File: src/hw/pmcs_pkg.sv
// shared constants for the power mode clock selector
// assumes a 10 MHz system clock and a 32-bit avalon-mm register bus
package pmcs_pkg;
   // register byte offsets
   localparam logic [3:0] PMCS_OFS_MODE  = 4'h0;
   localparam logic [3:0] PMCS_OFS_SAVE  = 4'h4;
   // mode control field positions
   localparam int PMCS_B_SLOW_ON  = 7;
   localparam int PMCS_B_FAST_ON  = 6;
   localparam int PMCS_B_IT_SLOW  = 5;
   localparam int PMCS_B_CORE_SL  = 4;
   localparam int PMCS_B_RSVD     = 3;
   localparam logic [7:0] PMCS_MODE_RST = 8'h40;
   // legal upper nibbles, in chain order
   localparam logic [3:0] PMCS_ST_HS   = 4'h4;
   localparam logic [3:0] PMCS_ST_HSDC = 4'hc;
   localparam logic [3:0] PMCS_ST_DC   = 4'he;
   localparam logic [3:0] PMCS_ST_DCLS = 4'hf;
   localparam logic [3:0] PMCS_ST_LS   = 4'hb;
   localparam logic [2:0] PMCS_POS_BAD = 3'h7;
   // operating mode codes
   localparam logic [1:0] PMCS_M_HIGH = 2'h0;
   localparam logic [1:0] PMCS_M_DUAL = 2'h1;
   localparam logic [1:0] PMCS_M_LOW  = 2'h2;
   // power save control and status bits
   localparam int PMCS_B_HALT_REQ = 0;
   localparam int PMCS_B_IDLE_REQ = 1;
   // dead time between core clock gates
   localparam int PMCS_CLK_HZ      = 10000000;
   localparam int PMCS_GAP_NS      = 200;
   localparam int PMCS_GAP_CYC     =
      (PMCS_GAP_NS * (PMCS_CLK_HZ / 1000000) + 999) / 1000;
   localparam logic [3:0] PMCS_GAP_LOAD = 4'(PMCS_GAP_CYC);

   // position in the transition chain, bad for illegal nibbles
   function automatic logic [2:0] pmcs_chain_pos(input logic [3:0] n);
      unique case (n)
         PMCS_ST_HS:   pmcs_chain_pos = 3'h0;
         PMCS_ST_HSDC: pmcs_chain_pos = 3'h1;
         PMCS_ST_DC:   pmcs_chain_pos = 3'h2;
         PMCS_ST_DCLS: pmcs_chain_pos = 3'h3;
         PMCS_ST_LS:   pmcs_chain_pos = 3'h4;
         default:      pmcs_chain_pos = PMCS_POS_BAD;
      endcase
   endfunction

   // operating mode from idle timer select and core select
   function automatic logic [1:0] pmcs_mode(input logic it_sl,
                                            input logic core_sl);
      if (core_sl)
         pmcs_mode = PMCS_M_LOW;
      else if (it_sl)
         pmcs_mode = PMCS_M_DUAL;
      else
         pmcs_mode = PMCS_M_HIGH;
   endfunction
endpackage

File: src/hw/pmcs_sel_if.sv
// core clock select handshake between controller and clock switch
// assumes both ends share one clock
`timescale 1ns/1ps
`default_nettype none
interface pmcs_sel_if;
   logic want_slow;
   logic fast_gate;
   logic slow_gate;
   logic busy;
   modport sw  (input want_slow, output fast_gate, slow_gate, busy);
   modport ctl (output want_slow, input fast_gate, slow_gate, busy);
endinterface
`default_nettype wire

File: src/hw/pmcs_clk_switch.sv
// break-before-make gate control for the core clock source
// assumes want_slow comes from logic on the same clock
`timescale 1ns/1ps
`default_nettype none
module pmcs_clk_switch
   import pmcs_pkg::*;
(
   input  wire logic clock_i,
   input  wire logic rst_b_i,
   pmcs_sel_if.sw    sel
);
   typedef enum logic [2:0] {
      SW_FAST = 3'b001,
      SW_GAP  = 3'b010,
      SW_SLOW = 3'b100
   } pmcs_sw_t;

   pmcs_sw_t   state;
   pmcs_sw_t   next_state;
   logic [3:0] gap_cnt;
   logic       gap_done;

   assign gap_done = (gap_cnt == 4'h0);

   // both gates closed for the whole gap, so no runt pulse
   always_comb
   begin
      next_state = state;
      unique case (state)
         SW_FAST: if (sel.want_slow) next_state = SW_GAP;
         SW_SLOW: if (!sel.want_slow) next_state = SW_GAP;
         SW_GAP:  if (gap_done)
                     next_state = sel.want_slow ? SW_SLOW : SW_FAST;
      endcase
   end

   always_ff @(posedge clock_i)
   begin
      if (!rst_b_i)
      begin
         state   <= SW_FAST;
         gap_cnt <= 4'h0;
      end
      else
      begin
         state   <= next_state;
         gap_cnt <= (state != SW_GAP) ? PMCS_GAP_LOAD - 4'h1
                    : gap_cnt - {3'h0, !gap_done};
      end
   end

   assign sel.fast_gate = state[0];
   assign sel.slow_gate = state[2];
   assign sel.busy      = state[1];
endmodule
`default_nettype wire

File: src/hw/pmcs_top.sv
// power mode clock selector: mode register, oscillator enables,
// core clock source and halt / idle power save control
// assumes an avalon-mm master on clock_i; wake and option are pins
// Operation
// - reset loads mode register with 40 hex
// - bit 7 turns the slow oscillator on
// - bit 6 turns the fast oscillator on
// - bit 5 picks slow clock for the idle timer
// - bit 4 gates slow clock to the core
// - mode decode; invalid pair forces low speed
// - bits 2..0 pass unchanged to the idle timer window
// - upper nibble holds only the five legal values
// - legal values form a chain, moves only between neighbours
// - non-adjacent writes are ignored, register unchanged
// - halt and idle exist in every operating mode
// - halt only when option bit allows; halt stops everything
// - idle keeps oscillator, idle timer and monitor running
// - power save keeps all state and other timers frozen
// - any reset returns to high speed mode
//
// The implementer's own choices: the placing of the registers and the Avalon-MM register port.
`timescale 1ns/1ps
`default_nettype none
module pmcs_top
   import pmcs_pkg::*;
(
   input  wire logic        clock_i,
   input  wire logic        rst_b_i,
   // avalon-mm slave
   input  wire logic [3:0]  avs_address_i,
   input  wire logic        avs_read_i,
   input  wire logic        avs_write_i,
   input  wire logic [31:0] avs_writedata_i,
   input  wire logic [3:0]  avs_byteenable_i,
   output logic [31:0]      avs_readdata_o,
   output logic             avs_waitrequest_o,
   // pins and neighbours
   input  wire logic        halt_option_i,
   input  wire logic        wake_i,
   input  wire logic        idle_tick_i,
   output logic             slow_osc_on_o,
   output logic             fast_osc_on_o,
   output logic             idle_timer_slow_select_o,
   output logic             idle_timer_run_o,
   output logic [2:0]       idle_window_sel_o,
   output logic             core_fast_gate_o,
   output logic             core_slow_gate_o,
   output logic             core_run_o,
   output logic [1:0]       op_mode_o
);
   typedef enum logic [2:0] {
      PS_RUN  = 3'b001,
      PS_IDLE = 3'b010,
      PS_HALT = 3'b100
   } pmcs_ps_t;

   pmcs_sel_if sel ();

   logic [7:0] power_mode_control;
   pmcs_ps_t   ps_state;
   pmcs_ps_t   next_ps_state;
   logic [1:0] opt_sync;
   logic [1:0] wake_sync;
   logic       wake_seen;

   ////////////////////////////////////////////////////////////////////
   // pin synchronisers, first stage read only by the second

   always_ff @(posedge clock_i)
   begin
      if (!rst_b_i)
      begin
         opt_sync  <= 2'h0;
         wake_sync <= 2'h0;
      end
      else
      begin
         opt_sync  <= {opt_sync[0], halt_option_i};
         wake_sync <= {wake_sync[0], wake_i};
      end
   end

   assign wake_seen = wake_sync[1];

   ////////////////////////////////////////////////////////////////////
   // bus decode

   wire        req        = avs_read_i | avs_write_i;
   wire        take       = req & ~avs_waitrequest_o;
   wire        hit_mode   = (avs_address_i == PMCS_OFS_MODE);
   wire        hit_save   = (avs_address_i == PMCS_OFS_SAVE);
   wire        wr_commit  = take & avs_write_i;
   wire        wr_mode    = wr_commit & hit_mode & avs_byteenable_i[0];
   wire        wr_save    = wr_commit & hit_save & avs_byteenable_i[0];
   wire [7:0]  wdata      = avs_writedata_i[7:0];

   // chain positions of old and requested nibble
   wire [2:0]  pos_old    = pmcs_chain_pos(power_mode_control[7:4]);
   wire [2:0]  pos_new    = pmcs_chain_pos(wdata[7:4]);
   wire        step_ok    = (pos_new != PMCS_POS_BAD) &&
                            ((pos_new == pos_old) ||
                             (pos_new == pos_old + 3'h1) ||
                             (pos_old == pos_new + 3'h1));
   // reserved bit is stored as zero whatever is written
   wire [7:0]  next_mode  = {wdata[7:4], 1'b0, wdata[2:0]};

   // decoded operating mode, invalid pair reads as low
   wire [1:0]  mode_now   = pmcs_mode(power_mode_control[PMCS_B_IT_SLOW],
                                      power_mode_control[PMCS_B_CORE_SL]);

   wire [7:0]  save_stat  = {1'b0, opt_sync[1], sel.busy,
                             sel.slow_gate, mode_now,
                             ps_state == PS_IDLE, ps_state == PS_HALT};
   wire [31:0] next_rdata = hit_mode ? {24'h0, power_mode_control}
                          : hit_save ? {24'h0, save_stat}
                          : 32'h0;

   ////////////////////////////////////////////////////////////////////
   // bus answer: waitrequest drops one cycle after the request

   always_ff @(posedge clock_i)
   begin
      if (!rst_b_i)
      begin
         avs_waitrequest_o <= 1'b1;
         avs_readdata_o    <= 32'h0;
      end
      else
      begin
         avs_waitrequest_o <= ~(req & avs_waitrequest_o);
         if (req & avs_waitrequest_o)
            avs_readdata_o <= next_rdata;
      end
   end

   ////////////////////////////////////////////////////////////////////
   // mode register; an illegal step leaves it untouched

   always_ff @(posedge clock_i)
   begin
      if (!rst_b_i)
         power_mode_control <= PMCS_MODE_RST;
      else if (wr_mode && step_ok)
         power_mode_control <= next_mode;
   end

   ////////////////////////////////////////////////////////////////////
   // power save state, same behaviour in every operating mode

   wire halt_req = wr_save & wdata[PMCS_B_HALT_REQ];
   wire idle_req = wr_save & wdata[PMCS_B_IDLE_REQ];

   // halt is refused without the option bit
   always_comb
   begin
      next_ps_state = ps_state;
      unique case (ps_state)
         PS_RUN:
         begin
            if (halt_req && opt_sync[1])
               next_ps_state = PS_HALT;
            else if (idle_req)
               next_ps_state = PS_IDLE;
         end
         PS_IDLE: if (idle_tick_i || wake_seen) next_ps_state = PS_RUN;
         PS_HALT: if (wake_seen) next_ps_state = PS_RUN;
      endcase
   end

   always_ff @(posedge clock_i)
   begin
      if (!rst_b_i)
         ps_state <= PS_RUN;
      else
         ps_state <= next_ps_state;
   end

   ////////////////////////////////////////////////////////////////////
   // core clock source handshake

   // core select goes through the switch
   assign sel.want_slow = power_mode_control[PMCS_B_CORE_SL] |
                          (mode_now == PMCS_M_LOW);

   pmcs_clk_switch u_switch (
      .clock_i (clock_i),
      .rst_b_i (rst_b_i),
      .sel     (sel)
   );

   ////////////////////////////////////////////////////////////////////
   // registered outputs; halt drops every enable, idle keeps clocks

   wire halted = (next_ps_state == PS_HALT);

   // core held in power save, no state is cleared
   always_ff @(posedge clock_i)
   begin
      if (!rst_b_i)
      begin
         slow_osc_on_o            <= 1'b0;
         fast_osc_on_o            <= 1'b1;
         idle_timer_slow_select_o <= 1'b0;
         idle_timer_run_o         <= 1'b1;
         idle_window_sel_o        <= 3'h0;
         core_fast_gate_o         <= 1'b1;
         core_slow_gate_o         <= 1'b0;
         core_run_o               <= 1'b1;
         op_mode_o                <= PMCS_M_HIGH;
      end
      else
      begin
         slow_osc_on_o    <= power_mode_control[PMCS_B_SLOW_ON] & ~halted;
         fast_osc_on_o    <= power_mode_control[PMCS_B_FAST_ON] & ~halted;
         idle_timer_slow_select_o <= power_mode_control[PMCS_B_IT_SLOW] |
                                     (mode_now == PMCS_M_LOW);
         idle_timer_run_o <= ~halted;
         idle_window_sel_o <= power_mode_control[2:0];
         core_fast_gate_o  <= sel.fast_gate & ~halted;
         core_slow_gate_o  <= sel.slow_gate & ~halted;
         core_run_o        <= (next_ps_state == PS_RUN);
         op_mode_o         <= mode_now;
      end
   end
endmodule
`default_nettype wire

File: config.mk
export PLATFORM = sky130hd
export DESIGN_NAME = pmcs_top
export DESIGN_NICKNAME = d
export VERILOG_FILES = /design/src/hw/pmcs_pkg.sv /design/src/hw/pmcs_sel_if.sv /design/src/hw/pmcs_clk_switch.sv /design/src/hw/pmcs_top.sv
export SDC_FILE = /design/constraint.sdc
export NUM_CORES = 1
export LEC_CHECK = 0
export BUFFER_PORTS_ARGS = -buffer_cell sky130_fd_sc_hd__buf_2
export CORE_AREA = 2 2 80 82
export CTS_BUF_LIST = sky130_fd_sc_hd__clkbuf_2
export CTS_CLUSTER_SIZE = 28
export DETAILED_ROUTE_END_ITERATION = 10
export DIE_AREA = 0 0 82 84
export PLACE_DENSITY = 0.73
export SLEW_MARGIN = 20
export SYNTH_ARGS = -nofsm -noshare
export SYNTH_HDL_FRONTEND = slang
export SYNTH_SLANG_ARGS = --single-unit
File: constraint.sdc
create_clock -name clock_i -period 2.4 [get_ports clock_i]
set_clock_uncertainty 0.15 [all_clocks]
set_input_delay 0.24 -clock clock_i [delete_from_list [all_inputs] [get_ports clock_i]]
set_output_delay 0.24 -clock clock_i [all_outputs]
set_load 0.05 [all_outputs]
* Word-level counts from Yosys, hierarchy flattened
Cells that the tools add are included.
** Word-level totals
- Bits in registers :: 66
- Latch bits :: 0
- Memory bits (writable) :: 0
- Memory bits (read-only) :: 0
- Output and inout port bits :: 45
- Memories :: 0
** Cells by class
- $add $sub $neg :: 3
- Multiply operators :: 0
- Divide/modulo/power cells :: 0
- $lt $le $gt $ge :: 0
- Equal/unequal tests :: 28
- Shifts and indexed selects :: 0
- Multiplexer cells :: 17
- Bitwise logic cells :: 20
- Reductions and logical operators :: 11
** Operators by type and width (number)
- $eq A4 B4 Y1 const B :: 8
- $pmux W3 S5 :: 2
- $mux W3 :: 8
- $pmux W3 S3 :: 2
- $and A1 B1 Y1 :: 13
- $eq A4 B3 Y1 const B :: 3
- $eq A3 B1 Y1 const B :: 3
- $eq A3 B3 Y1 :: 3
- $eq A3 B3 Y1 const B :: 3
- $logic_not A4 Y1 :: 2
- $mux W8 :: 1
- $mux W7 :: 1
- $add A3 B1 Y3 const B :: 2
- $eq A3 B2 Y1 const B :: 2
- $ne A2 B1 Y1 const B :: 2
- $not A1 Y1 :: 4
- $sub A4 B1 Y4 :: 1
- $logic_and A1 B1 Y1 :: 3
- $logic_or A1 B1 Y1 :: 3
- $ne A3 B2 Y1 const B :: 1
- $ne A3 B3 Y1 const B :: 1
- $or A1 B1 Y1 :: 3
- $reduce_and A3 Y1 :: 1
- $eq A2 B2 Y1 const B :: 1
- other kinds (5) :: 6

* Longest topological paths before layout
Gate-level depths: netlist (run 1).
- Word-level depth :: 12
- Gate-level depth with buffers :: 8
- Depth with buffers taken out :: 8

* Hierarchy
From an unflattened synthesis (run 1), not the netlist that was laid out.
** Unflattened totals
- Cells, all modules :: 225
- Area, all modules :: 2128.3 µm²
** Modules (own cells, without submodules)
- pmcs_top :: instances 1, cells an instance 193, area an instance 1801.7 µm², seq. area each 700.7 µm²
- pmcs_clk_switch :: instances 1, cells an instance 32, area an instance 326.6 µm², seq. area each 140.1 µm²

* Least setup slack after synthesis (run 1)
Ideal clock, no wire load.
- Path kind :: input port to flip-flop
- Start :: input port avs_writedata_i[4]
- End :: register power_mode_control[0]
- Data arrival time :: 1994 ps
- Slack :: 184 ps
- Stages on the path :: 7
- Buffers on the path :: 0
- Cells stage by stage :: nand2b_1 -> o21a_1 -> ha_1 -> ha_1 -> or4b_1 -> a31oi_4 -> mux2i_1
** On the way
- Longest elaborated chain between the ends :: 7
** Ends and longest elaborated chain
- start, declared :: line pmcs_top.sv:33 : input wire logic [31:0] avs_writedata_i,
- $eq A4 B4 Y1 / $eq A4 B3 Y1 (equally long branches) :: line pmcs_pkg.sv:37 : unique case (n)
- $pmux W3 S5 (*) :: line pmcs_pkg.sv:37
- $add A3 B1 Y3 (tied with other cells) :: line pmcs_top.sv:103 : (pos_old == pos_new + 3'h1));
- $eq A3 B3 Y1 / $logic_or A1 B1 Y1 (equally long branches) :: line pmcs_top.sv:103, pmcs_top.sv:101
- $logic_or A1 B1 Y1 :: line pmcs_top.sv:102 : (pos_new == pos_old + 3'h1) ||
- $logic_and A1 B1 Y1 (*) :: line pmcs_top.sv:100 : wire step_ok = (pos_new != PMCS_POS_BAD) &&
- $logic_and A1 B1 Y1 (*) :: line pmcs_top.sv:143 : else if (wr_mode && step_ok)
- end signal, assigned :: line pmcs_top.sv:144 : power_mode_control <= next_mode;
- end, declared :: line pmcs_top.sv:59 : logic [7:0] power_mode_control;
Every way passes the cells marked *; elsewhere a longest branch is shown, timed or not.
A chain may end at the register's enable or synchronous reset.

* Final worst setup path (run 1)
- Start :: register power_mode_control[5]
- End :: register power_mode_control[2]
** On the way
- Longest elaborated chain between the ends :: 8
** Ends and longest elaborated chain
- $eq A4 B4 Y1 / $eq A4 B3 Y1 (equally long branches) :: line pmcs_pkg.sv:37
- $pmux W3 S5 (*) :: line pmcs_pkg.sv:37
- $add A3 B1 Y3 :: line pmcs_top.sv:102
- $eq A3 B3 Y1 :: line pmcs_top.sv:102
- $logic_or A1 B1 Y1 :: line pmcs_top.sv:101 : ((pos_new == pos_old) ||
- $logic_or A1 B1 Y1 (*) :: line pmcs_top.sv:102
- $logic_and A1 B1 Y1 (*) :: line pmcs_top.sv:100
- $logic_and A1 B1 Y1 (*) :: line pmcs_top.sv:143
Marked as above.

==> results of run 1 <==
==> registers in the layout (all words and copies together), names as in the netlist <==
name / cells
avs_readdata_o: 8
avs_waitrequest_o: 1
core_fast_gate_o: 1
core_run_o: 1
core_slow_gate_o: 1
fast_osc_on_o: 1
idle_timer_run_o: 1
idle_timer_slow_select_o: 1
idle_window_sel_o: 3
op_mode_o: 2
opt_sync: 2
power_mode_control: 7
ps_state: 3
slow_osc_on_o: 1
u_switch.gap_cnt: 4
u_switch.state: 3
wake_sync: 2
==> what timing repair did <==
action / 4_1_cts / 5_1_grt
hold endpoints to repair: 6 / 0
setup buffers: 0 / 0
hold buffers: 7 / 0
==> logic make-up after synthesis <==
kind of cell | count (synthesis)
other | 1
and+or+nand+nor | 80
muxes | 10
adders and majority gates | 5
AOI/OAI and AO/OA | 37
buffers and inverters | 43
xor gates and xnor gates | 11
DFF | 42
==> layout make-up <==
cell class | instances | share of cell area [%]
clock buffers | 7 | 1.42
inverters | 12 | 1.82
multi-input cells | 167 | 43.4
flip-flops and latches | 42 | 34.0
well taps | 77 | 3.89
repair buffers | 60 | 15.5
==> metrics by stage <==
step	TNS [ns]	hold slack [ns]	utilization [%]	instances	setup WS, ns
6_report	0	0.0290	40.6	365	0.206
5_1_grt	0	0.0137	40.6	365	0.0136
4_1_cts	0	0.0144	40.6	365	0.183
3_5_place_dp	-0.162	0.271	38.9	351	-0.0335
3_3_place_gp	-0.152	0.260	38.9	351	-0.0270
2_1_floorplan	0	0.206	-	252	0.184
==> synthesized netlist by cell type (2+ instances only) <==
cell type / number
dfxtp_1: 42
buf_4: 24
nand2_1: 23
inv_1: 12
nor2_1: 11
nor2b_1: 10
mux2i_1: 8
and2_1: 7
o21ai_0: 7
a22oi_1: 6
nand2b_1: 6
a21oi_1: 5
ha_1: 5
xnor2_1: 5
xor2_1: 5
clkbuf_1: 4
and3_1: 3
nand3_1: 3
o22ai_1: 3
a21boi_0: 2
a31o_2: 2
a31oi_1: 2
buf_2: 2
mux2_2: 2
nor3b_1: 2
o2111ai_1: 2
o21a_1: 2
==> worst register-to-register path, stage by stage, from the launching register on <==
cell and delay (ns):
dfxtp_1 0.48, and4b_1 0.25, a31oi_1 0.07, ha_1 0.21
xnor3_1 0.36, nand3_1 0.11, a31oi_4 0.18, buf_12 0.15
mux2i_1 0.18
==> metal layers <==
layer | track usage, % | wire [um] | vias up
li1 | - | - | 845
met4 | 4.09 | 61 | 0
met3 | 2.92 | 220 | 7
met1 | 16.1 | 1830 | 746
met5 | 0 | 0 | -
met2 | 21.1 | 2000 | 39
==> where the power goes <==
part	switching (mW)	leakage, nW	internal, mW	total, mW
sequential	0.00542	0.340	0.706	0.711
clock	0.210	0.0291	0.0759	0.286
combinational	0.148	0.730	0.0627	0.210
total	0.363	1.10	0.845	1.21
==> final timing paths <==
path	start	endpoint	slack (ns)	cells past startpoint
worst min register to register	wake_sync[0]	wake_sync[1]	0.29	1
worst max-delay path	power_mode_control[5]	power_mode_control[2]	0.21	8
worst min-delay path	idle_tick_i	idle_timer_run_o	0.03	3
worst max register to register	power_mode_control[5]	power_mode_control[2]	0.21	8
==> out/metrics.yaml, run 1 <==
status: "completed"
cp_top_family: "flip-flops"
cp_slowest_cell: "dfxtp_1"
cts-root-buf: "clkbuf_2"
yosysSeqAreaShare_pct: 40.2
synth_top_family_by_area: "simple AND/OR/NAND/NOR gates"
via_count: 1637
yosysUniqueCellTypes: 51
placed_area_sq_mm: 0.00237
yosys.area.top_type_share_pct: 40.2
dieArea_sq_mm: 0.00689
synth_edf_count: 0
final_cell_mix: "42 x dfxtp_1, 39 x buf_2, 24 x conb_1"
crit_type: "reg -> reg"
drive_above_1_share_pct: 24.0
first_pass_iters: 4
clk_pin_slew_ns: 0.20
final_area_sq_mm: 0.00247
drc_errors: 0
grt_max_degree: 42
wirelength_um: 4110
diodes: 0
synth.area.top_cells: "dfxtp_1 40%, buf_4 8.6%, nand2_1 4.1%"
rsz0062_at_grt: "false"
final_common_cell: "dfxtp_1"
yosysWarningCount: 0
vias_per_cell: 4.48
ant_nets: 0
slowest_delay_ns: 0.48
finalPower_mw: 1.21
cts-resized-gates: 0
worst_pin_slew_ns: 0.617
fmax_mhz: 456
gp_congestion: 0.807
finalSetupViolCount: 0
power_leakage_nw: 1.10
crit_required_ns: 2.58
min_period_ns: 2.19
ys_ff_latch: 42
track_usage_pct: 12.7
synth-xor-area-share_pct: 5.27
overflow: 0
clk_path_buf_depth: 2
dp_hpwl_um: 3050
die_w_um: 82
syn2layout_area_growth_pct: 18.4
crit_fanout: 8
grt_pass1_wl_um: 6870
end_kind: "register"
crit_arrival_ns: 2.37
cts_tree: "done"
hold_class: "in -> reg"
ir_drop_mv: 0.198
numCtsBuffers: 5
finalHoldViolCount: 0
coreArea_sq_mm: 0.00610
wl_per_cell_um: 11.3
maxCapViolations: 0
synth-compound-area-share_pct: 12.5
worstSetupStartpointType: "register"
seqCellArea_sq_um: 841
port_buffers: 39
multi_input_area_sq_mm: 0.00107
synth-adder-area-share_pct: 2.99
first_global_vias: 1488
muxShareOfSynthArea_pct: 4.91
relSlewSlack_pct: 58.9
drv_slew: 0
drtIter0Drc: 106
synth.avg_cell_area_sq_um: 9.13
cts_sinks: 42
fill_cells: 611
cp_num_buf_inv: 1
antenna_found_initial: 0
ys_async_sr_fraction_pct: 0
finalNetCount: 340
placementRows: 29
synth-simple-area-share_pct: 21.4
die_y_um: 84
ioPinCount: 92
synth_ff_type: "dfxtp_1"
powerDensity_mw_per_mm2: 488
floorplan.initialDensity_pct: 34.3
fin_crit_sh_pct: 91.4
path_cells: "and4b_1 -> a31oi_1 -> ha_1 -> xnor3_1 -> nand3_1 -> a31oi_4 -> buf_12 -> mux2i_1"
clock_latency_ns: 0.39
yosysTopAreaCell: "dfxtp_1"
netlist_area_sq_mm: 0.00209
cts.htree.levels: 2
synthCells: 229
Note: power is estimated with default switching activity, not from simulation.
==> inputs of run 2 (changes only) <==
--- a/config.mk
+++ b/config.mk
@@ -7,7 +7,7 @@
 export LEC_CHECK = 0
 export BUFFER_PORTS_ARGS = -buffer_cell sky130_fd_sc_hd__buf_2
 export CORE_AREA = 2 2 80 82
-export CTS_BUF_LIST = sky130_fd_sc_hd__clkbuf_2
+export CTS_BUF_LIST = sky130_fd_sc_hd__clkbuf_16
 export CTS_CLUSTER_SIZE = 28
 export DETAILED_ROUTE_END_ITERATION = 10
 export DIE_AREA = 0 0 82 84
==> out/metrics.yaml, run 2 (synthesis gave the netlist of run 1 again) <==
status: "completed"  # unchanged
path_cells: "and4b_1 -> a31oi_1 -> ha_1 -> xnor3_1 -> nand3_1 -> a31oi_4 -> buf_12 -> mux2i_1"  # unchanged
hold_depth: 2  # was 3
drtIter0Drc: 81  # was 106
fin_crit_sh_pct: 90.7  # was 91.4%
worstSetupStartpointType: "register"  # unchanged
final_area_sq_mm: 0.00250  # was 0.00247 sq mm
placed_area_sq_mm: 0.00237  # unchanged
port_buffers: 39  # unchanged
rsz0062_at_grt: "false"  # unchanged
die_w_um: 82  # unchanged
power.switching_mw: 0.388  # was 0.363 mW
tns_ns: 0  # unchanged
reg2regPathDepth: 8  # unchanged
drv_slew: 0  # unchanged
end_kind: "register"  # unchanged
finalSetupViolCount: 0  # unchanged
placementRows: 29  # unchanged
via_count: 1621  # was 1,637
dp_hpwl_um: 3050  # unchanged
fmax_mhz: 460  # was 456 MHz
final_cell_mix: "42 x dfxtp_1, 39 x buf_2, 24 x conb_1"  # unchanged
seqPwrFrac_pct: 46.8  # was 58.9%
floorplan.initialDensity_pct: 34.3  # unchanged
cts-root-buf: "clkbuf_16"  # was clkbuf_2
maxCapViolations: 0  # unchanged
wl_per_cell_um: 11.2  # was 11.3 um
final_cells: 358  # was 365
overflow: 0  # unchanged
path_depth: 8  # unchanged
powerDensity_mw_per_mm2: 607  # was 488 mW/mm^2
dp_slack_ns: -0.0335  # unchanged
holdBufCountCts: 0  # was 7
post-cts-setup-buffer-count: 0  # unchanged
crit_required_ns: 2.41  # was 2.58 ns
final_util_pct: 41.1  # was 40.6%
crit_type: "reg -> reg"  # unchanged
cp_slowest_cell: "xnor3_1"  # was dfxtp_1
coreArea_sq_mm: 0.00610  # unchanged
diodes: 0  # unchanged
swShare_pct: 25.6  # was 30.0%
finalNetCount: 333  # was 340
first_global_vias: 1502  # was 1,488
vias_per_cell: 4.53  # was 4.48
largest_reg_flops: 8  # unchanged
first_pass_iters: 4  # unchanged
cts-resized-gates: 0  # unchanged
ant_nets: 0  # unchanged
dp.cells: 351  # unchanged
relSlewSlack_pct: 58.5  # was 58.9%
cp_top_family: "XOR/XNOR gates"  # was flip-flops
clk_path_buf_depth: 2  # unchanged
clock_latency_ns: 0.28  # was 0.39 ns
worst_pin_slew_ns: 0.622  # was 0.617 ns
reg_top3: "avs_readdata_o (8), power_mode_control (7), u_switch.gap_cnt (4)"  # unchanged
p_comb_share_pct: 13.2  # was 17.4%
finalHoldViolCount: 0  # unchanged
fin_hold_ws_ns: 0.0237  # was 0.0290 ns
numCtsBuffers: 5  # unchanged
syn2layout_area_growth_pct: 19.7  # was 18.4%
clk_pin_slew_ns: 0.05  # was 0.20 ns
cp_num_buf_inv: 1  # unchanged
cts_sinks: 42  # unchanged
dieArea_sq_mm: 0.00689  # unchanged
cts_tree: "done"  # unchanged
gp_congestion: 0.807  # unchanged
regMostFlops: "avs_readdata_o"  # unchanged
drive_above_1_share_pct: 23.8  # was 24.0%
track_usage_pct: 12.2  # was 12.7%
die_y_um: 84  # unchanged
ioPinCount: 92  # unchanged
finalPower_mw: 1.52  # was 1.21 mW
hold_class: "in -> reg"  # unchanged
clkPwrFrac_pct: 40.0  # was 23.7%
min_period_ns: 2.18  # was 2.19 ns
wirelength_um: 4000  # was 4110 um
cts.htree.levels: 2  # unchanged
internal-power_mw: 1.13  # was 0.845 mW
grt_pass1_wl_um: 6640  # was 6870 um
crit_fanout: 7  # was 8
slowest_delay_ns: 0.38  # was 0.48 ns
antenna_found_initial: 0  # unchanged
timing.final.ws_setup_ns: 0.224  # was 0.206 ns
reg2reg_setup_slack_ns: 0.22  # was 0.21 ns
power_leakage_nw: 1.11  # was 1.10 nW
ir_drop_mv: 0.360  # was 0.198 mV
crit_arrival_ns: 2.19  # was 2.37 ns
grt_max_degree: 42  # unchanged
drc_errors: 0  # unchanged
final_common_cell: "dfxtp_1"  # unchanged
-- run 2: final cells by class --
class | count | area (sq um)
Fill cell | 607 | 3590
Multi-Input combinational cell | 167 | 1070
Sequential cell | 42 | 841
Timing Repair Buffer | 53 | 313
Clock buffer | 5 | 125
Tap cell | 77 | 96.3
Inverter | 12 | 45.0
Clock inverter | 2 | 7.51
-- run 2: layer usage --
metal | routed length (um) | vias to the layer above | global-route usage [%]
met3 | 253 | 8 | 2.49
met2 | 1900 | 52 | 20.6
met4 | 72 | 0 | 4.55
met5 | 0 | - | 0
li1 | - | 833 | -
met1 | 1770 | 728 | 15.0
-- run 2: worst register-to-register path: cells and delay by family (launching register included) --
| family | cells | cell delay (ns) |
|---|---|---|
| compound gates | 2 | 0.34 |
| buf+inv | 1 | 0.15 |
| fa+ha+maj | 1 | 0.20 |
| xor+xnor | 1 | 0.38 |
| flops | 1 | 0.36 |
| mux | 1 | 0.12 |
| simple gates | 2 | 0.36 |
-- run 2: power groups by stage --
stage	registers, mW	logic (mW)	clock network [mW]
2_1_floorplan	0.732	0.178	0
3_3_place_gp	0.725	0.197	0
3_5_place_dp	0.726	0.201	0
4_1_cts	0.710	0.201	0.624
5_1_grt	0.711	0.217	0.645
6_report	0.711	0.201	0.608
-- run 2: worst paths after layout --
| kind | endpoint | from |
|---|---|---|
| worst max-delay path | power_mode_control[4] | power_mode_control[7] |
| worst max register to register | power_mode_control[4] | power_mode_control[7] |
| worst min register to register | wake_sync[1] | wake_sync[0] |
| worst min-delay path | opt_sync[0] | halt_option_i |
==> inputs of run 3 (changes only) <==
--- a/config.mk
+++ b/config.mk
@@ -12,6 +12,8 @@
 export DETAILED_ROUTE_END_ITERATION = 10
 export DIE_AREA = 0 0 82 84
 export PLACE_DENSITY = 0.73
+export RECOVER_POWER = 50
+export REMOVE_ABC_BUFFERS = 1
 export SLEW_MARGIN = 20
 export SYNTH_ARGS = -nofsm -noshare
 export SYNTH_HDL_FRONTEND = slang
==> out/metrics.yaml, run 3 (synthesis gave the netlist of run 1 again) <==
track_usage_pct: 12.6  # was 12.2%
coreArea_sq_mm: 0.00610  # unchanged
dp_hpwl_um: 3040  # was 3050 um
path_cells: "and4b_1 -> a21oi_1 -> ha_1 -> xnor3_1 -> nand3_1 -> a31oi_4 -> buf_12 -> mux2i_1"  # was and4b_1 -> a31oi_1 -> ha_1 -> xnor3_1 -> nand3_1 -> a31oi_4 -> buf_12 -> mux2i_1
tns_ns: 0  # unchanged
numCtsBuffers: 5  # unchanged
cp_top_family: "flip-flops"  # was XOR/XNOR gates
drtIter0Drc: 73  # was 81
dp.cells: 346  # was 351
gp_congestion: 0.741  # was 0.807
ioPinCount: 92  # unchanged
cts_tree: "done"  # unchanged
first_global_vias: 1433  # was 1,502
crit_fanout: 8  # was 7
final_common_cell: "dfxtp_1"  # unchanged
crit_arrival_ns: 2.31  # was 2.19 ns
reg2regPathDepth: 8  # unchanged
cp_slowest_cell: "dfxtp_1"  # was xnor3_1
crit_type: "reg -> reg"  # unchanged
hold_depth: 2  # unchanged
fmax_mhz: 445  # was 460 MHz
finalNetCount: 328  # was 333
regMostFlops: "avs_readdata_o"  # unchanged
final_cell_mix: "41 x dfxtp_1, 24 x conb_1, 23 x nand2_1"  # was 42 x dfxtp_1, 39 x buf_2, 24 x conb_1
powerDensity_mw_per_mm2: 661  # was 607 mW/mm^2
worst_pin_slew_ns: 0.776  # was 0.622 ns
fin_crit_sh_pct: 93.7  # was 90.7%
power_leakage_nw: 1.04  # was 1.11 nW
ir_drop_mv: 0.307  # was 0.360 mV
clkPwrFrac_pct: 44.6  # was 40.0%
hold_class: "in -> reg"  # unchanged
cts_sinks: 42  # unchanged
clock_latency_ns: 0.28  # about the same
placementRows: 29  # unchanged
die_y_um: 84  # unchanged
r2r-start: "power_mode_control[5]"  # was power_mode_control[7]
power.switching_mw: 0.398  # was 0.388 mW
die_w_um: 82  # unchanged
internal-power_mw: 1.24  # was 1.13 mW
reg2reg_setup_slack_ns: 0.15  # was 0.22 ns
wirelength_um: 4090  # was 4000 um
vias_per_cell: 4.57  # was 4.53
final_cells: 354  # was 358
ant_nets: 0  # unchanged
overflow: 0  # unchanged
maxCapViolations: 0  # unchanged
grt_max_degree: 42  # unchanged
end_kind: "register"  # unchanged
status: "completed"  # unchanged
reg_top3: "avs_readdata_o (8), power_mode_control (7), u_switch.gap_cnt (4)"  # unchanged
p_comb_share_pct: 11.9  # was 13.2%
clk_path_buf_depth: 2  # unchanged
worstSetupStartpointType: "register"  # unchanged
slowest_delay_ns: 0.47  # was 0.38 ns
cp_num_buf_inv: 1  # unchanged
relSlewSlack_pct: 47.6  # was 58.5%
drv_slew: 0  # unchanged
floorplan.initialDensity_pct: 34.3  # unchanged
seqPwrFrac_pct: 43.4  # was 46.8%
via_count: 1617  # was 1,621
finalSetupViolCount: 0  # unchanged
dieArea_sq_mm: 0.00689  # unchanged
cts-root-buf: "clkbuf_16"  # unchanged
grt_pass1_wl_um: 6500  # was 6640 um
cts.htree.levels: 2  # unchanged
syn2layout_area_growth_pct: 18.3  # was 19.7%
hold_start: "wake_i"  # was halt_option_i
largest_reg_flops: 8  # unchanged
clk_pin_slew_ns: 0.06  # was 0.05 ns
diodes: 0  # unchanged
swShare_pct: 24.3  # was 25.6%
hold_path_end: "wake_sync[0]"  # was opt_sync[0]
min_period_ns: 2.25  # was 2.18 ns
drc_errors: 0  # unchanged
antenna_found_initial: 0  # unchanged
finalHoldViolCount: 0  # unchanged
first_pass_iters: 4  # unchanged
rr_endpoint: "power_mode_control[4]"  # unchanged
fin_hold_ws_ns: 0.0163  # was 0.0237 ns
crit_required_ns: 2.46  # was 2.41 ns
wl_per_cell_um: 11.5  # was 11.2 um
port_buffers: 39  # unchanged
drive_above_1_share_pct: 16.6  # was 23.8%
[run 3: worst max-delay path by stage]
stage                               start                     to  slack [ns]  cells after the start
floorplan              avs_writedata_i[4]  power_mode_control[0]        0.18                      7
global placement       avs_writedata_i[4]  power_mode_control[5]      -0.003                      9
detailed placement     avs_writedata_i[4]  power_mode_control[1]       -0.05                      9
CTS                 power_mode_control[4]  power_mode_control[0]        0.06                      8
global route        power_mode_control[5]  power_mode_control[0]       -0.01                      8
finish              power_mode_control[5]  power_mode_control[4]        0.15                      8
[run 3: stage by stage]
step                setup WS [ns]  utilization [%]  cell area, sq um  power [mW]
global placement         -0.00266             38.3              2330       0.919
detailed placement        -0.0479             38.3              2330       0.922
finish                      0.152             40.6              2470        1.64
floorplan                   0.184                -              1960       0.869
global route              -0.0107             40.6              2470        1.70
CTS                        0.0648             40.9              2490        1.66
[run 3: layout make-up]
cell class	count	area, sq um
Fill cell	639	3620
Multi-Input combinational cell	167	1070
Sequential cell	42	842
Timing Repair Buffer	48	253
Clock buffer	5	125
Tap cell	77	96.3
Inverter	12	45.0
Clock inverter	3	37.5
[run 3: metal layers]
| metal | vias up | routed length, um | global-route usage, % |
|---|---|---|---|
| li1 | 822 | - | - |
| met1 | 733 | 1750 | 15.2 |
| met2 | 58 | 1920 | 19.6 |
| met3 | 4 | 364 | 5.52 |
| met4 | 0 | 47 | 4.55 |
| met5 | - | 0 | 0 |
[run 3: what timing repair did]
action	in CTS	in global routing
setup buffers	0	0
hold endpoints to repair	0	0
hold buffers	0	0
gates resized for setup	0	2
setup endpoints to repair	0	7
[run 3: power groups by stage]
stage,clock [mW],combinational [mW],sequential [mW]
3_5_place_dp,0,0.196,0.725
6_report,0.730,0.195,0.710
3_3_place_gp,0,0.194,0.725
2_1_floorplan,0,0.137,0.732
4_1_cts,0.753,0.197,0.710
5_1_grt,0.774,0.211,0.711
